==> src/pkg/ioxp_pkg.sv <==
`default_nettype none
package ioxp_pkg;
  // Fixed upper nibble of the slave address byte
  localparam logic [3:0] ADDR_FIXED = 4'h4;
  // Command byte codes, low three bits select a register
  localparam logic [2:0] CMD_IN_A = 3'h0;
  localparam logic [2:0] CMD_IN_B = 3'h1;
  localparam logic [2:0] CMD_OUT_A = 3'h2;
  localparam logic [2:0] CMD_OUT_B = 3'h3;
  localparam logic [2:0] CMD_POL_A = 3'h4;
  localparam logic [2:0] CMD_POL_B = 3'h5;
  localparam logic [2:0] CMD_CFG_A = 3'h6;
  localparam logic [2:0] CMD_CFG_B = 3'h7;
  // Reset values and last bit index
  localparam logic [7:0] OUT_RST = 8'hff;
  localparam logic [7:0] POL_RST = 8'h00;
  localparam logic [7:0] CFG_RST = 8'hff;
  localparam logic [2:0] BIT_LAST = 3'h7;
  // Bus engine states
  typedef enum logic [6:0] {
    IOXP_IDLE = 7'h01,
    IOXP_ADDR = 7'h02,
    IOXP_AACK = 7'h04,
    IOXP_WBYTE = 7'h08,
    IOXP_WACK = 7'h10,
    IOXP_RBYTE = 7'h20,
    IOXP_RACK = 7'h40
  } ioxp_state_t;
endpackage : ioxp_pkg
`default_nettype wire

==> src/verilog/ioxp_top.sv <==
`default_nettype none
module ioxp_top #(
  parameter int WIDTH = 16
) (
  input wire logic sys_clk_in,
  input wire logic nrst_in,
  input wire logic scl_in,
  input wire logic sda_in,
  output logic sda_out,
  output logic sda_oe_n_out,
  input wire logic addr_sel_bit0_in,
  input wire logic addr_sel_bit1_in,
  input wire logic addr_sel_bit2_in,
  input wire logic [WIDTH-1:0] port_pin_in,
  output logic [WIDTH-1:0] port_pin_out,
  output logic [WIDTH-1:0] port_oe_n_out,
  output logic int_n_out,
  output logic int_oe_n_out
);

  ////////////////////////////////////////////////////////////////////////////
  // Synchronisers: the first stage feeds only the second
  logic [1:0] scl_sync_ff;
  logic [1:0] sda_sync_ff;
  logic [WIDTH-1:0] pin_meta_ff;
  logic [WIDTH-1:0] pin_sync_ff;
  logic scl_prev_ff;
  logic sda_prev_ff;

  always_ff @(posedge sys_clk_in or negedge nrst_in) begin
    if (!nrst_in) begin
      scl_sync_ff <= 2'h3;
      sda_sync_ff <= 2'h3;
      scl_prev_ff <= 1'b1;
      sda_prev_ff <= 1'b1;
    end else begin
      scl_sync_ff <= {scl_sync_ff[0], scl_in};
      sda_sync_ff <= {sda_sync_ff[0], sda_in};
      scl_prev_ff <= scl_sync_ff[1];
      sda_prev_ff <= sda_sync_ff[1];
    end
  end

  // Port pins are asynchronous to the system clock
  always_ff @(posedge sys_clk_in or negedge nrst_in) begin
    if (!nrst_in) begin
      pin_meta_ff <= '0;
      pin_sync_ff <= '0;
    end else begin
      pin_meta_ff <= port_pin_in;
      pin_sync_ff <= pin_meta_ff;
    end
  end

  logic scl_s;
  logic sda_s;
  logic scl_rise;
  logic scl_fall;
  logic start_det;
  logic stop_det;
  assign scl_s = scl_sync_ff[1];
  assign sda_s = sda_sync_ff[1];
  assign scl_rise = scl_s && !scl_prev_ff;
  assign scl_fall = !scl_s && scl_prev_ff;
  assign start_det = scl_s && scl_prev_ff && sda_prev_ff && !sda_s;
  assign stop_det = scl_s && scl_prev_ff && !sda_prev_ff && sda_s;

  ////////////////////////////////////////////////////////////////////////////
  // Bus engine
  ioxp_pkg::ioxp_state_t state_ff;
  ioxp_pkg::ioxp_state_t nxt_state;
  logic [2:0] bit_cnt_ff;
  logic [7:0] shift_ff;
  logic rw_ff;
  logic first_wbyte_ff;
  logic [2:0] cmd_ff;
  logic sda_low_ff;
  logic [7:0] tx_ff;

  // Address straps are pins too; a strap moved live must not split one address compare
  logic [2:0] sel_meta_ff;
  logic [2:0] sel_sync_ff;
  always_ff @(posedge sys_clk_in or negedge nrst_in) begin
    if (!nrst_in) begin
      sel_meta_ff <= '0;
      sel_sync_ff <= '0;
    end else begin
      sel_meta_ff <= {addr_sel_bit2_in, addr_sel_bit1_in, addr_sel_bit0_in};
      sel_sync_ff <= sel_meta_ff;
    end
  end

  logic [6:0] my_addr;
  logic [7:0] rx_byte;
  assign my_addr = {ioxp_pkg::ADDR_FIXED, sel_sync_ff};
  assign rx_byte = {shift_ff[6:0], sda_s};

  // Byte complete on the eighth SCL rise
  logic byte_done;
  assign byte_done = scl_rise && (bit_cnt_ff == ioxp_pkg::BIT_LAST);

  // Next state; START from anywhere restarts, STOP from anywhere idles
  always_comb begin
    nxt_state = state_ff;
    case (state_ff)
      ioxp_pkg::IOXP_IDLE: nxt_state = ioxp_pkg::IOXP_IDLE;
      ioxp_pkg::IOXP_ADDR: begin
        if (byte_done) begin
          nxt_state = (rx_byte[7:1] == my_addr) ? ioxp_pkg::IOXP_AACK : ioxp_pkg::IOXP_IDLE;
        end
      end
      ioxp_pkg::IOXP_AACK: begin
        // First fall raises the ack, the next one ends its clock
        if (scl_fall && sda_low_ff) begin
          nxt_state = rw_ff ? ioxp_pkg::IOXP_RBYTE : ioxp_pkg::IOXP_WBYTE;
        end
      end
      ioxp_pkg::IOXP_WBYTE: begin
        if (byte_done) begin
          nxt_state = ioxp_pkg::IOXP_WACK;
        end
      end
      ioxp_pkg::IOXP_WACK: begin
        if (scl_fall && sda_low_ff) begin
          nxt_state = ioxp_pkg::IOXP_WBYTE;
        end
      end
      ioxp_pkg::IOXP_RBYTE: begin
        if (scl_fall && bit_cnt_ff == ioxp_pkg::BIT_LAST) begin
          nxt_state = ioxp_pkg::IOXP_RACK;
        end
      end
      ioxp_pkg::IOXP_RACK: begin
        if (scl_rise) begin
          nxt_state = sda_s ? ioxp_pkg::IOXP_IDLE : ioxp_pkg::IOXP_RACK; // Master NACK ends the read
        end else if (scl_fall) begin
          nxt_state = ioxp_pkg::IOXP_RBYTE;
        end
      end
      default: nxt_state = ioxp_pkg::IOXP_IDLE;
    endcase
    if (start_det) begin
      nxt_state = ioxp_pkg::IOXP_ADDR;
    end else if (stop_det) begin
      nxt_state = ioxp_pkg::IOXP_IDLE;
    end
  end

  // the reset input returns the engine to IDLE; START and STOP act through nxt_state
  always_ff @(posedge sys_clk_in or negedge nrst_in) begin
    if (!nrst_in) begin
      state_ff <= ioxp_pkg::IOXP_IDLE;
    end else begin
      state_ff <= nxt_state;
    end
  end

  // Bit counter and receive shifter; counts reset on every state change
  always_ff @(posedge sys_clk_in or negedge nrst_in) begin
    if (!nrst_in) begin
      bit_cnt_ff <= '0;
      shift_ff <= '0;
    end else if (nxt_state != state_ff) begin
      bit_cnt_ff <= '0;
    end else if (state_ff == ioxp_pkg::IOXP_RBYTE && scl_fall) begin
      bit_cnt_ff <= bit_cnt_ff + 3'h1;
    end else if (scl_rise && state_ff != ioxp_pkg::IOXP_RBYTE) begin // Transmit counts falls only
      shift_ff <= rx_byte;
      bit_cnt_ff <= bit_cnt_ff + 3'h1;
    end
  end

  // Direction flag and first-byte marker of a write
  always_ff @(posedge sys_clk_in or negedge nrst_in) begin
    if (!nrst_in) begin
      rw_ff <= 1'b0;
      first_wbyte_ff <= 1'b0;
    end else if (state_ff == ioxp_pkg::IOXP_ADDR && byte_done) begin
      rw_ff <= rx_byte[0];
      first_wbyte_ff <= 1'b1;
    end else if (state_ff == ioxp_pkg::IOXP_WBYTE && byte_done) begin
      first_wbyte_ff <= 1'b0;
    end
  end

  ////////////////////////////////////////////////////////////////////////////
  // Registers
  logic [WIDTH-1:0] out_ff;
  logic [WIDTH-1:0] pol_ff;
  logic [WIDTH-1:0] cfg_ff;
  logic [WIDTH-1:0] in_latch_ff;
  logic wr_stb;
  logic rd_ack_rise;
  logic [2:0] rd_sel;
  assign wr_stb = state_ff == ioxp_pkg::IOXP_WBYTE && byte_done && !first_wbyte_ff;
  // Acknowledge clock rise that precedes a data byte: after address ack or master ACK
  assign rd_ack_rise = scl_rise && rw_ff &&
    ((state_ff == ioxp_pkg::IOXP_AACK) || (state_ff == ioxp_pkg::IOXP_RACK && !sda_s));
  // A master ACK moves to the pair partner before its byte is captured
  assign rd_sel = (state_ff == ioxp_pkg::IOXP_RACK) ? {cmd_ff[2:1], ~cmd_ff[0]} : cmd_ff;

  // Command pointer; auto-alternates within the pair after every written data byte and every master-ACKed read byte
  always_ff @(posedge sys_clk_in or negedge nrst_in) begin
    if (!nrst_in) begin
      cmd_ff <= ioxp_pkg::CMD_IN_A;
    end else if (state_ff == ioxp_pkg::IOXP_WBYTE && byte_done) begin
      cmd_ff <= first_wbyte_ff ? rx_byte[2:0] : {cmd_ff[2:1], ~cmd_ff[0]};
    end else if (rd_ack_rise && state_ff == ioxp_pkg::IOXP_RACK) begin
      cmd_ff <= rd_sel;
    end
  end

  // Writable registers; input registers ignore writes
  always_ff @(posedge sys_clk_in or negedge nrst_in) begin
    if (!nrst_in) begin
      out_ff <= {2{ioxp_pkg::OUT_RST}};
      pol_ff <= {2{ioxp_pkg::POL_RST}};
      cfg_ff <= {2{ioxp_pkg::CFG_RST}};
    end else if (wr_stb) begin
      case (cmd_ff)
        ioxp_pkg::CMD_OUT_A: out_ff[7:0] <= rx_byte;
        ioxp_pkg::CMD_OUT_B: out_ff[15:8] <= rx_byte;
        ioxp_pkg::CMD_POL_A: pol_ff[7:0] <= rx_byte;
        ioxp_pkg::CMD_POL_B: pol_ff[15:8] <= rx_byte;
        ioxp_pkg::CMD_CFG_A: cfg_ff[7:0] <= rx_byte;
        ioxp_pkg::CMD_CFG_B: cfg_ff[15:8] <= rx_byte;
        default: cfg_ff <= cfg_ff;
      endcase
    end
  end

  // Read mux, captured at the acknowledge rise
  logic [WIDTH-1:0] in_view;
  logic [7:0] rd_mux;
  assign in_view = pin_sync_ff ^ pol_ff;
  always_comb begin
    case (rd_sel)
      ioxp_pkg::CMD_IN_A: rd_mux = in_view[7:0];
      ioxp_pkg::CMD_IN_B: rd_mux = in_view[15:8];
      ioxp_pkg::CMD_OUT_A: rd_mux = out_ff[7:0];
      ioxp_pkg::CMD_OUT_B: rd_mux = out_ff[15:8];
      ioxp_pkg::CMD_POL_A: rd_mux = pol_ff[7:0];
      ioxp_pkg::CMD_POL_B: rd_mux = pol_ff[15:8];
      ioxp_pkg::CMD_CFG_A: rd_mux = cfg_ff[7:0];
      default: rd_mux = cfg_ff[15:8];
    endcase
  end

  always_ff @(posedge sys_clk_in or negedge nrst_in) begin
    if (!nrst_in) begin
      tx_ff <= '0;
    end else if (rd_ack_rise) begin
      tx_ff <= rd_mux;
    end else if (state_ff == ioxp_pkg::IOXP_RBYTE && scl_fall) begin
      tx_ff <= {tx_ff[6:0], 1'b0};
    end
  end

  ////////////////////////////////////////////////////////////////////////////
  // SDA drive: ack low in AACK/WACK, data MSB first in RBYTE, released elsewhere
  always_ff @(posedge sys_clk_in or negedge nrst_in) begin
    if (!nrst_in) begin
      sda_low_ff <= 1'b0;
    end else if (start_det || stop_det) begin
      sda_low_ff <= 1'b0;
    end else if (scl_fall) begin
      case (nxt_state)
        ioxp_pkg::IOXP_AACK: sda_low_ff <= 1'b1;
        ioxp_pkg::IOXP_WACK: sda_low_ff <= 1'b1;
        ioxp_pkg::IOXP_RBYTE: sda_low_ff <= (state_ff == ioxp_pkg::IOXP_RBYTE) ? !tx_ff[6] : !tx_ff[7];
        default: sda_low_ff <= 1'b0;
      endcase
    end
  end
  assign sda_out = 1'b0;
  assign sda_oe_n_out = !sda_low_ff;

  ////////////////////////////////////////////////////////////////////////////
  // Port pins: config bit 1 means input, outputs drive from the output latch
  assign port_pin_out = out_ff;
  assign port_oe_n_out = cfg_ff;

  // Latched input snapshot per port, refreshed at a read acknowledge of that port
  logic rd_port_a;
  logic rd_port_b;
  assign rd_port_a = rd_ack_rise && rd_sel == ioxp_pkg::CMD_IN_A;
  assign rd_port_b = rd_ack_rise && rd_sel == ioxp_pkg::CMD_IN_B;
  always_ff @(posedge sys_clk_in or negedge nrst_in) begin
    if (!nrst_in) begin
      in_latch_ff <= '0;
    end else begin
      if (rd_port_a) begin
        in_latch_ff[7:0] <= pin_sync_ff[7:0];
      end
      if (rd_port_b) begin
        in_latch_ff[15:8] <= pin_sync_ff[15:8];
      end
    end
  end

  // Mismatch on input-mode pins drives the open-drain interrupt; a pin back at its
  // latched level drops its own term, and a change inside the ack pulse can be absorbed
  logic [WIDTH-1:0] diff;
  logic irq_ff;
  assign diff = (pin_sync_ff ^ in_latch_ff) & cfg_ff;
  always_ff @(posedge sys_clk_in or negedge nrst_in) begin
    if (!nrst_in) begin
      irq_ff <= 1'b0;
    end else begin
      irq_ff <= |diff;
    end
  end
  assign int_n_out = 1'b0;
  assign int_oe_n_out = !irq_ff;

endmodule : ioxp_top
`default_nettype wire

==> config.mk <==
export PLATFORM = sky130hd
export DESIGN_NAME = ioxp_top
export DESIGN_NICKNAME = d
export VERILOG_FILES = /design/src/pkg/ioxp_pkg.sv /design/src/verilog/ioxp_top.sv
export SDC_FILE = /design/constraint.sdc
export NUM_CORES = 1
export LEC_CHECK = 0
export ABC_AREA = 1
export BUFFER_PORTS_ARGS = -buffer_cell sky130_fd_sc_hd__buf_2
export CAP_MARGIN = 30
export CORE_UTILIZATION = 54
export CTS_CLUSTER_SIZE = 20
export DETAILED_ROUTE_END_ITERATION = 7
export GPL_TIMING_DRIVEN = 0
export PLACE_DENSITY = 0.77
export SLEW_MARGIN = 10
export SYNTH_ARGS = -nofsm -noshare
export SYNTH_HDL_FRONTEND = slang
export SYNTH_SLANG_ARGS = --single-unit
export TNS_END_PERCENT = 5
==> constraint.sdc <==
create_clock -name sys_clk_in -period 2.1 [get_ports sys_clk_in]
set_clock_uncertainty 0.15 [all_clocks]
set_input_delay 0.63 -clock sys_clk_in [delete_from_list [all_inputs] [get_ports sys_clk_in]]
set_output_delay 0.63 -clock sys_clk_in [all_outputs]
set_load 0.01 [all_outputs]
==> out/qor.txt, run 1 <==
CTS HTree Levels: 4
R2R Setup Slk: -240 ps
vias in the first global route: 5292
Cell Count, Final, Fillers Out: 1001
# setup viols final: 73
number of CTS-inserted buffers: 17
clock sink total: 140
Final Hold Vio Count: 0
Post-Syn Area: 6540 sq um
final net count: 870
DRC viols: 3
area leader, netlist: dfrtp_1
Starting DRT DRC Count: 481
Setup WS post-layout: -243 ps
# hold bufs at CTS: 0
final instance area: 8260 sq um
Power Total: 6.38 mW
#FFs+latches synth: 140
post-synth top area share: 38.7%
Tcrit/Tclk final: 112%
violated checks: design-rule violations, negative setup slack
number of synthesized flops with an enable pin: 0
Switch Pwr: 1.60 mW
DRT antenna net count: 0
clock network fraction of design power: 46.9%
IO Port Bufs: 56
CP Launch Type: register
Crit Path Class: reg2reg
Least-Margin Pin Slew: 805 ps
Clock transition at path regs: 60 ps
Unique masters post-synth: 52
ys async rst share: 100%
Fin Setup TNS: -7030 ps
R2R cell count: 12
Yosys Warn Count: 0
routed wire length: 17800 um
Initial Util: 56.3%
initial antenna violation count: 0
part of the power in combinational logic: 7.8%
Pwr Density: 773 nW/um^2
first-pass GRT wire length: 27500 um
Max Slew Vio Count: 0
die height: 112 um
Post-Place Worst Slack: -492 ps
clock latency on the worst-skew pair: 430 ps
crit path DAT: 2510 ps
worst hold margin: 106 ps
largest net degree at the start of global routing: 91
CP max FO: 8
CTS Root Cell: clkbuf_16
Area contributors post-synth: dfrtp_1, dfstp_2, nand2_1
Slew headroom: 46.3%
Synth-to-Final Area Change: 26.3%
status: complete, but fails checks
routed vias/inst: 5.66
Final Critical Period: 2340 ps
placed cell area: 7030 sq um
worst vdd ir: 0.736 mV
gr usage total: 29.3%
Seq/Total Area, Yosys: 54.3%
switch share: 25.0%
RSZ-0062 raised after global routing: true
Placed Cells incl. Taps: 923
count leader, synth: nand2_1
CTS max path bufs: 2
sequential power share: 45.4%
Worst R2R Start: state_ff[1]
Setup crit end kind: register
antenna cell count: 0
# IOs: 59
total number of vias: 5669
fill cell count: 857
Synth Instances: 722
Final Wtd Congestion: 0.916
Core Area: 11600 sq um
Die ar.: 12500 sq um
syn_area_per_cell: 9.05 sq um
Worst EP required: 2270 ps
Avg WL per Cell: 17.8 um
share of cells above drive strength 1: 33.4%
Post-synth top flop: dfrtp_1
Rows: 39
HPWL after DPL: 11700 um
synth cell count leaders: nand2_1, dfrtp_1, o21ai_0, inv_1, dfstp_2
fmax: 0.427 GHz
final core occ: 71.1%
Crit Reg-Reg Endpoint: tx_ff[3]
min-delay worst type: in2async
DR pass1 iterations: 8
cell leakage power: 3.92 nW
CTS tree: built
Congestion Overflow GR: 0
die width: 112 um
Max Cap Viol: 0
Pint: 4.78 mW
==> worst max-delay path, stage by stage, from the launching register on <==
cell and delay (ps):
dfrtp_2 440, nor2_4 200, nand2_4 120, nor2_8 160, nand2_1 120, nand2_4 160, nor2_1 80, nand2_2 110
inv_1 120, a211oi_1 230, nand3b_1 190, nand2_1 110, nand2_1 50
==> worst max path at each step <==
| stage | slack [ps] | depth (start not counted) | end | from |
|---|---|---|---|---|
| finish | -240 | 12 | tx_ff[3] | state_ff[1] |
| global route | -330 | 15 | tx_ff[6] | state_ff[1] |
| CTS | -170 | 14 | shift_ff[3] | state_ff[0] |
| detailed placement | -490 | 9 | port_pin_out[12] | bit_cnt_ff[0] |
| global placement | -1510 | 1 | bit_cnt_ff[1] | nrst_in |
| floorplan | 20 | 13 | shift_ff[0] | bit_cnt_ff[0] |
==> cells by family (layout without fill, tap and decap cells) <==
logic type | after synthesis | in the layout | synth area share, %
buffers and inverters | 83 | 218 | 5.00
XOR/XNOR | 13 | 13 | 1.74
other | 1 | 2 | 0.0574
AND/OR/NAND/NOR | 342 | 342 | 25.4
flip-flops | 140 | 140 | 54.3
adder cells (fa/ha/maj) | 2 | 2 | 0.383
AO/OA/AOI/OAI | 132 | 132 | 11.5
multiplexers | 9 | 9 | 1.53
==> layer usage <==
layer | wire length (um) | share of wire, % | GRT usage [%]
met5 | 0 | 0 | 0
met4 | 382 | 2.1 | 10.9
met3 | 1440 | 8.1 | 7.18
met2 | 8570 | 48 | 46.0
met1 | 7440 | 42 | 39.7
==> power by group through the flow <==
| stage | Clock, mW | Sequential (mW) | Combinational, mW |
|---|---|---|---|
| final | 2.99 | 2.89 | 0.496 |
| after global routing | 3.13 | 2.90 | 0.544 |
| after CTS | 3.03 | 2.89 | 0.439 |
| after detailed placement | 0 | 2.93 | 0.403 |
| after global placement | 0 | 2.92 | 0.378 |
| after floorplan | 0 | 2.91 | 0.216 |
==> layout make-up <==
cell class	count	area, sq um	share of cell area (%)
plain buffers	11	85.1	1.03
clock buffers	19	453	5.49
clock inverters	13	135	1.64
inverters	72	285	3.46
multi-input cells	500	2880	34.9
flip-flops and latches	140	3560	43.1
well taps	143	179	2.17
repair buffers	103	681	8.24
==> registers in the layout (all words and copies together), names as in the netlist <==
register        cells
bit_cnt_ff          3
cmd_ff              3
first_wbyte_ff      1
in_latch_ff        16
irq_ff              1
pin_meta_ff        16
pin_sync_ff        16
pol_ff             16
port_oe_n_out      16
port_pin_out       16
rw_ff               1
scl_prev_ff         1
scl_sync_ff         2
sda_low_ff          1
sda_prev_ff         1
sda_sync_ff         2
sel_meta_ff         3
sel_sync_ff         3
shift_ff            7
state_ff            7
tx_ff               8
==> cells in the final DEF, fill, tap and decap left out, types with 8 or more instances in the layout <==
master	count
nand2_1	193
nor2_1	28
inv_1	53
clkbuf_16	17
a21oi_1	22
dfstp_2	39
nand3_1	22
o21ai_0	65
buf_2	58
buf_4	43
o21ai_1	14
nand2_2	13
dfrtp_1	97
nand3_2	8
inv_2	14
nand4_1	20
nor2_4	13
o211ai_1	11
==> timing repair <==
item,in CTS,in global routing
resized for setup,47,44
setup endpoints to repair,83,83
cloned,0,1
setup buffers,25,20
pin swaps,18,24
Power figures use the tool's default switching activity.
==> inputs of run 2 (changes only) <==
--- a/config.mk
+++ b/config.mk
@@ -8,11 +8,12 @@
 export ABC_AREA = 1
 export BUFFER_PORTS_ARGS = -buffer_cell sky130_fd_sc_hd__buf_2
 export CAP_MARGIN = 30
-export CORE_UTILIZATION = 54
+export CORE_UTILIZATION = 55
+export CTS_CLUSTER_DIAMETER = 80
 export CTS_CLUSTER_SIZE = 20
 export DETAILED_ROUTE_END_ITERATION = 7
-export GPL_TIMING_DRIVEN = 0
-export PLACE_DENSITY = 0.77
+export GPL_TIMING_DRIVEN = 1
+export PLACE_DENSITY = 0.76
 export SLEW_MARGIN = 10
 export SYNTH_ARGS = -nofsm -noshare
 export SYNTH_HDL_FRONTEND = slang
==> constraint.sdc (replaced) <==
create_clock -name sys_clk_in -period 2.2 [get_ports sys_clk_in]
set_clock_uncertainty 0.15 [all_clocks]
set_input_delay 0.66 -clock sys_clk_in [delete_from_list [all_inputs] [get_ports sys_clk_in]]
set_output_delay 0.66 -clock sys_clk_in [all_outputs]
set_load 0.01 [all_outputs]
==> run 2 against run 1 <==
The flow still finishes with violations (design-rule violations, negative setup slack). Power shrank 6.0%. Maximum frequency rose by 3.7%. Largest power group is now registers. Sequential share of layout area rose by 0.066 points. Combinational power rose by 0.8%. Setup slack improved by 180 ps. Clock power shrank 8.7%. Register-to-register slack better by 180 ps. Via count shrank 2.5%.
==> out/qor.txt, run 2 (synthesis results as in run 1) <==
routed vias/inst: 5.52 (was 5.66)
Final Wtd Congestion: 0.972 (was 0.916)
DRT antenna net count: 0 (unchanged)
most frequent cells in the layout: nand2_1, dfrtp_1, o21ai_0 (unchanged)
fmax: 0.443 GHz (was 0.427 GHz)
placed cell area: 7330 sq um (was 7030 sq um)
Core Area: 11500 sq um (was 11600 sq um)
Setup crit end kind: register (unchanged)
worst hold margin: 179 ps (was 106 ps)
largest net degree at the start of global routing: 40 (was 91)
Starting DRT DRC Count: 428 (was 481)
Power Total: 5.99 mW (was 6.38 mW)
DRC viols: 13 (was 3)
CTS max path bufs: 2 (unchanged)
initial antenna violation count: 0 (unchanged)
vias in the first global route: 5242 (was 5292)
# setup viols final: 9 (was 73)
final instance area: 8230 sq um (was 8260 sq um)
routed wire length: 16900 um (was 17800 um)
Worst EP required: 2360 ps (was 2270 ps)
Die ar.: 12300 sq um (was 12500 sq um)
crit path DAT: 2420 ps (was 2510 ps)
antenna cell count: 0 (unchanged)
Initial Util: 56.8% (was 56.3%)
number of CTS-inserted buffers: 17 (unchanged)
HPWL after DPL: 12300 um (was 11700 um)
first-pass GRT wire length: 26900 um (was 27500 um)
clock sink total: 140 (unchanged)
Clock transition at path regs: 60 ps (about the same)
CTS HTree Levels: 4 (unchanged)
violated checks: design-rule violations, negative setup slack (unchanged)
Slew headroom: 60.6% (was 46.3%)
final net count: 871 (was 870)
status: complete, but fails checks (unchanged)
Pwr Density: 728 nW/um^2 (was 773 nW/um^2)
Tcrit/Tclk final: 103% (was 112%)
die height: 111 um (was 112 um)
Avg WL per Cell: 16.9 um (was 17.8 um)
CP max FO: 14 (was 8)
IO Port Bufs: 56 (unchanged)
Max Cap Viol: 0 (unchanged)
die width: 111 um (was 112 um)
most common cell after layout, fill and taps aside: nand2_1 (unchanged)
Final Hold Vio Count: 0 (unchanged)
RSZ-0062 raised after global routing: true (unchanged)
CTS Root Cell: clkbuf_16 (unchanged)
Rows: 39 (unchanged)
# IOs: 59 (unchanged)
CTS tree: built (unchanged)
worst vdd ir: 1.06 mV (was 0.736 mV)
share of cells above drive strength 1: 32.0% (was 33.4%)
Crit Path Class: reg2reg (unchanged)
min-delay worst type: in2reg (was in2async)
total number of vias: 5527 (was 5669)
cell leakage power: 3.92 nW (about the same)
Final Critical Period: 2260 ps (was 2340 ps)
Congestion Overflow GR: 0 (unchanged)
Least-Margin Pin Slew: 586 ps (was 805 ps)
gr usage total: 29.2% (was 29.3%)
CP Launch Type: register (unchanged)
Setup WS post-layout: -59.0 ps (was -243 ps)
Max Slew Vio Count: 0 (unchanged)
Synth-to-Final Area Change: 26.0% (was 26.3%)
DR pass1 iterations: 8 (unchanged)
clock latency on the worst-skew pair: 430 ps (about the same)
[run 2: cell count changes in the layout (fill, tap and decap cells not counted), moves of 4 or more]
cell     previous run  this run
o21ai_1            14         9
o21ai_0            65        69
nand3_1            22        26
nand3_2             8         2
buf_4              43        48
buf_12              1         5
[run 2: layout make-up]
| type | count | area (sq um) |
|---|---|---|
| fillers | 873 | 3280 |
| flip-flops and latches | 140 | 3550 |
| inverters | 72 | 275 |
| repair buffers | 113 | 791 |
| well taps | 143 | 179 |
| multi-input cells | 502 | 2870 |
| clock inverters | 12 | 114 |
| clock buffers | 20 | 457 |
[run 2: worst paths after layout]
kind	startpoint	endpoint	slack [ps]	cells past startpoint
worst max-delay path	state_ff[3]	in_latch_ff[7]	-60	9
worst min-delay path	scl_in	scl_sync_ff[0]	180	1
worst max register to register	state_ff[3]	in_latch_ff[7]	-60	9
worst min register to register	sel_meta_ff[0]	sel_sync_ff[0]	200	0
max in group asynchronous	nrst_in	port_oe_n_out[15]	720	3
min in group asynchronous	nrst_in	pin_sync_ff[3]	550	2
[run 2: layer usage]
| metal | global-route usage, % | routed length (um) |
|---|---|---|
| met1 | 40.3 | 7500 |
| met2 | 43.0 | 7450 |
| met3 | 9.13 | 1460 |
| met4 | 12.0 | 508 |
| met5 | 0 | 0 |
[run 2: power breakdown]
group          leakage, nW  internal (mW)  switching [mW]
clock network        0.274           1.62            1.11
registers             1.72           2.68          0.0829
logic                 1.93          0.186           0.314
[run 2: through the flow]
stage	TNS, ps	utilization (%)	cells	worst slack [ps]
after global routing	-1970	71.5	1002	-168
after floorplan	0	-	723	119
final	-307	71.5	1002	-59.0
after global placement	-865	63.6	956	-111
after detailed placement	-1510	63.6	956	-182
after CTS	-308	70.1	996	-46.2
[run 2: what timing repair did]
| item | 4_1_cts | 5_1_grt |
|---|---|---|
| pin swaps | 11 | 20 |
| cloned | 1 | 1 |
| setup endpoints to repair | 17 | 34 |
| hold endpoints to repair | 20 | 0 |
| setup buffers | 6 | 5 |
| hold buffers | 1 | 0 |
| resized for setup | 18 | 36 |
[run 2: worst max-delay path: stages, from the launching register on]
cell     delay [ps]
dfrtp_1         400
buf_4           170
nor2_2          120
nand2_1         100
nor2_4          170
a21oi_1          80
nor3_2          330
nand3_1         150
buf_6           190
mux2_2          270
==> inputs of run 3 (changes only) <==
--- a/config.mk
+++ b/config.mk
@@ -13,6 +13,7 @@
 export CTS_CLUSTER_SIZE = 20
 export DETAILED_ROUTE_END_ITERATION = 7
 export GPL_TIMING_DRIVEN = 1
+export MAX_ROUTING_LAYER = met4
 export PLACE_DENSITY = 0.76
 export SLEW_MARGIN = 10
 export SYNTH_ARGS = -nofsm -noshare
==> run 3 against run 2 <==
The run ends with design-rule violations, negative hold slack, negative setup slack left. Clock power rose by 8.4%. Power up 4.0%. Hold slack got worse by 180 ps. Combinational power rose by 3%. Non-clock buffer count rose by 14. Sequential share of layout area shrank 0.87 points. Die area did not move. Via count is 2.6% higher. Final cell count up 1.4%. Setup slack worse by 0.55 ps. Largest power group is now the clock network.
==> out/qor.txt, run 3 (synthesis results as in run 1) <==
status: complete, but fails checks (unchanged)
violated checks: design-rule violations, negative hold slack, negative setup slack (was design-rule violations, negative setup slack)
Final Critical Period: 2260 ps (about the same)
most frequent cells in the layout: nand2_1, dfrtp_1, o21ai_0 (unchanged)
DRC viols: 15 (was 13)
die height: 111 um (unchanged)
Switch Pwr: 1.50 mW (was 1.51 mW)
Setup WS post-layout: -59.6 ps (was -59.0 ps)
clock latency on the worst-skew pair: 430 ps (about the same)
final core occ: 73.0% (was 71.5%)
Max Cap Viol: 0 (unchanged)
vias in the first global route: 5479 (was 5242)
share of cells above drive strength 1: 34.6% (was 32.0%)
largest net degree at the start of global routing: 46 (was 40)
gr usage total: 31.2% (was 29.2%)
DR pass1 iterations: 7 (was 8)
Power Total: 6.23 mW (was 5.99 mW)
worst hold margin: -2.67 ps (was 179 ps)
min-delay worst type: in2async (was in2reg)
worst vdd ir: 0.798 mV (was 1.06 mV)
total number of vias: 5671 (was 5527)
most common cell after layout, fill and taps aside: nand2_1 (unchanged)
clock sink total: 140 (unchanged)
Core Area: 11500 sq um (unchanged)
Initial Util: 56.8% (unchanged)
Sequential cell area: 3550 sq um (about the same)
part of the power in combinational logic: 8.3% (about the same)
Starting DRT DRC Count: 487 (was 428)
initial antenna violation count: 0 (unchanged)
Final Hold Vio Count: 2 (was 0)
Final Wtd Congestion: 0.895 (was 0.972)
antenna cell count: 0 (unchanged)
Avg WL per Cell: 17.4 um (was 16.9 um)
cell leakage power: 4.00 nW (was 3.92 nW)
# setup viols final: 7 (was 9)
fill cell count: 834 (was 873)
Post-Place Worst Slack: -133 ps (was -182 ps)
# IOs: 59 (unchanged)
Synth-to-Final Area Change: 28.6% (was 26.0%)
Congestion Overflow GR: 0 (unchanged)
switch share: 24.1% (was 25.2%)
Pint: 4.73 mW (was 4.49 mW)
CTS HTree Levels: 4 (unchanged)
HPWL after DPL: 12500 um (was 12300 um)
Max Slew Vio Count: 0 (unchanged)
CTS tree: built (unchanged)
final net count: 885 (was 871)
sequential power share: 44.3% (was 46.1%)
Worst R2R Start: scl_sync_ff[1] (was state_ff[3])
DRT antenna net count: 0 (unchanged)
Pwr Density: 742 nW/um^2 (was 728 nW/um^2)
CTS max path bufs: 2 (unchanged)
Clock transition at path regs: 60 ps (about the same)
CP startpoint: scl_sync_ff[1] (was state_ff[3])
routed vias/inst: 5.58 (was 5.52)
Tcrit/Tclk final: 103% (about the same)
die width: 111 um (unchanged)
Rows: 39 (unchanged)
CP max FO: 7 (was 14)
CP Launch Type: register (unchanged)
Setup crit end kind: register (unchanged)
routed wire length: 17700 um (was 16900 um)
IO Port Bufs: 56 (unchanged)
CTS Root Cell: clkbuf_16 (unchanged)
Worst EP required: 2360 ps (about the same)
Die ar.: 12300 sq um (unchanged)
Crit Path Class: reg2reg (unchanged)
crit path DAT: 2420 ps (about the same)
fmax: 0.443 GHz (about the same)
number of CTS-inserted buffers: 17 (unchanged)
RSZ-0062 raised after global routing: true (unchanged)
area of the multi-input gates: 2890 sq um (was 2870 sq um)
clock network fraction of design power: 47.4% (was 45.6%)
first-pass GRT wire length: 28100 um (was 26900 um)
==> run 3: metal layers <==
metal	vias to the layer above	wire length [um]	track usage [%]	share of wire, %
met5	-	0	-	0
met4	0	262	9.19	1.5
met3	26	1410	7.49	8.0
met2	247	8180	47.5	46
met1	2734	7860	42.0	44
li1	2664	-	-	-
==> run 3: power groups by stage <==
stage / clock network [mW] / logic, mW / registers [mW]
global placement: 0 / 0.452 / 2.79
floorplan: 0 / 0.206 / 2.78
detailed placement: 0 / 0.461 / 2.80
global route: 3.11 / 0.570 / 2.77
finish: 2.96 / 0.517 / 2.76
CTS: 2.98 / 0.498 / 2.76
==> run 3: metrics by stage <==
stage / setup TNS, ps / hold WS (ps) / instances / instance area (sq um)
after floorplan: 0 / 181 / 723 / 6540
after global placement: -32.8 / 184 / 962 / 7370
after detailed placement: -1130 / 185 / 962 / 7370
after CTS: -312 / 1.04 / 1002 / 8130
after global routing: -2260 / 5.41 / 1016 / 8410
final: -356 / -2.67 / 1016 / 8410
==> run 3: critical path: stages, from the launching register on <==
cell and delay, ps:
dfstp_2 570, buf_4 130, nor2_4 40, nand2_1 90, buf_4 140, nand3_2 110
a21oi_4 160, nor2_1 70, nor2_2 150, nand3b_4 120, nor2_8 170, nand3_4 130
nand2_2 100, nand2_2 40
==> run 3: worst paths after layout <==
path | end | slack, ps | depth (start not counted)
setup / recovery | shift_ff[3] | -60 | 13
hold / removal | in_latch_ff[3] | -3 | 1
setup reg to reg | shift_ff[3] | -60 | 13
hold reg to reg | sel_sync_ff[2] | 200 | 0
max in group asynchronous | port_oe_n_out[14] | 1270 | 2
min in group sys_clk_in | scl_sync_ff[0] | 180 | 1
==> run 3: timing repair <==
action | 4_1_cts | 5_1_grt
hold buffers | 0 | 0
hold endpoints to repair | 0 | 0
pin swaps | 17 | 26
buffers inserted | 7 | 13
cloned | 1 | 1
gates resized for setup | 15 | 59
endpoints found under the setup margin | 25 | 67
==> run 3: cell type report <==
type / count / share of cell area (%)
clock buffer: 21 / 5.48
clock inverter: 11 / 1.85
inverter: 72 / 3.25
multi-input combinational: 502 / 34.4
sequential: 140 / 42.3
tap: 143 / 2.13
timing repair buffer: 127 / 10.7
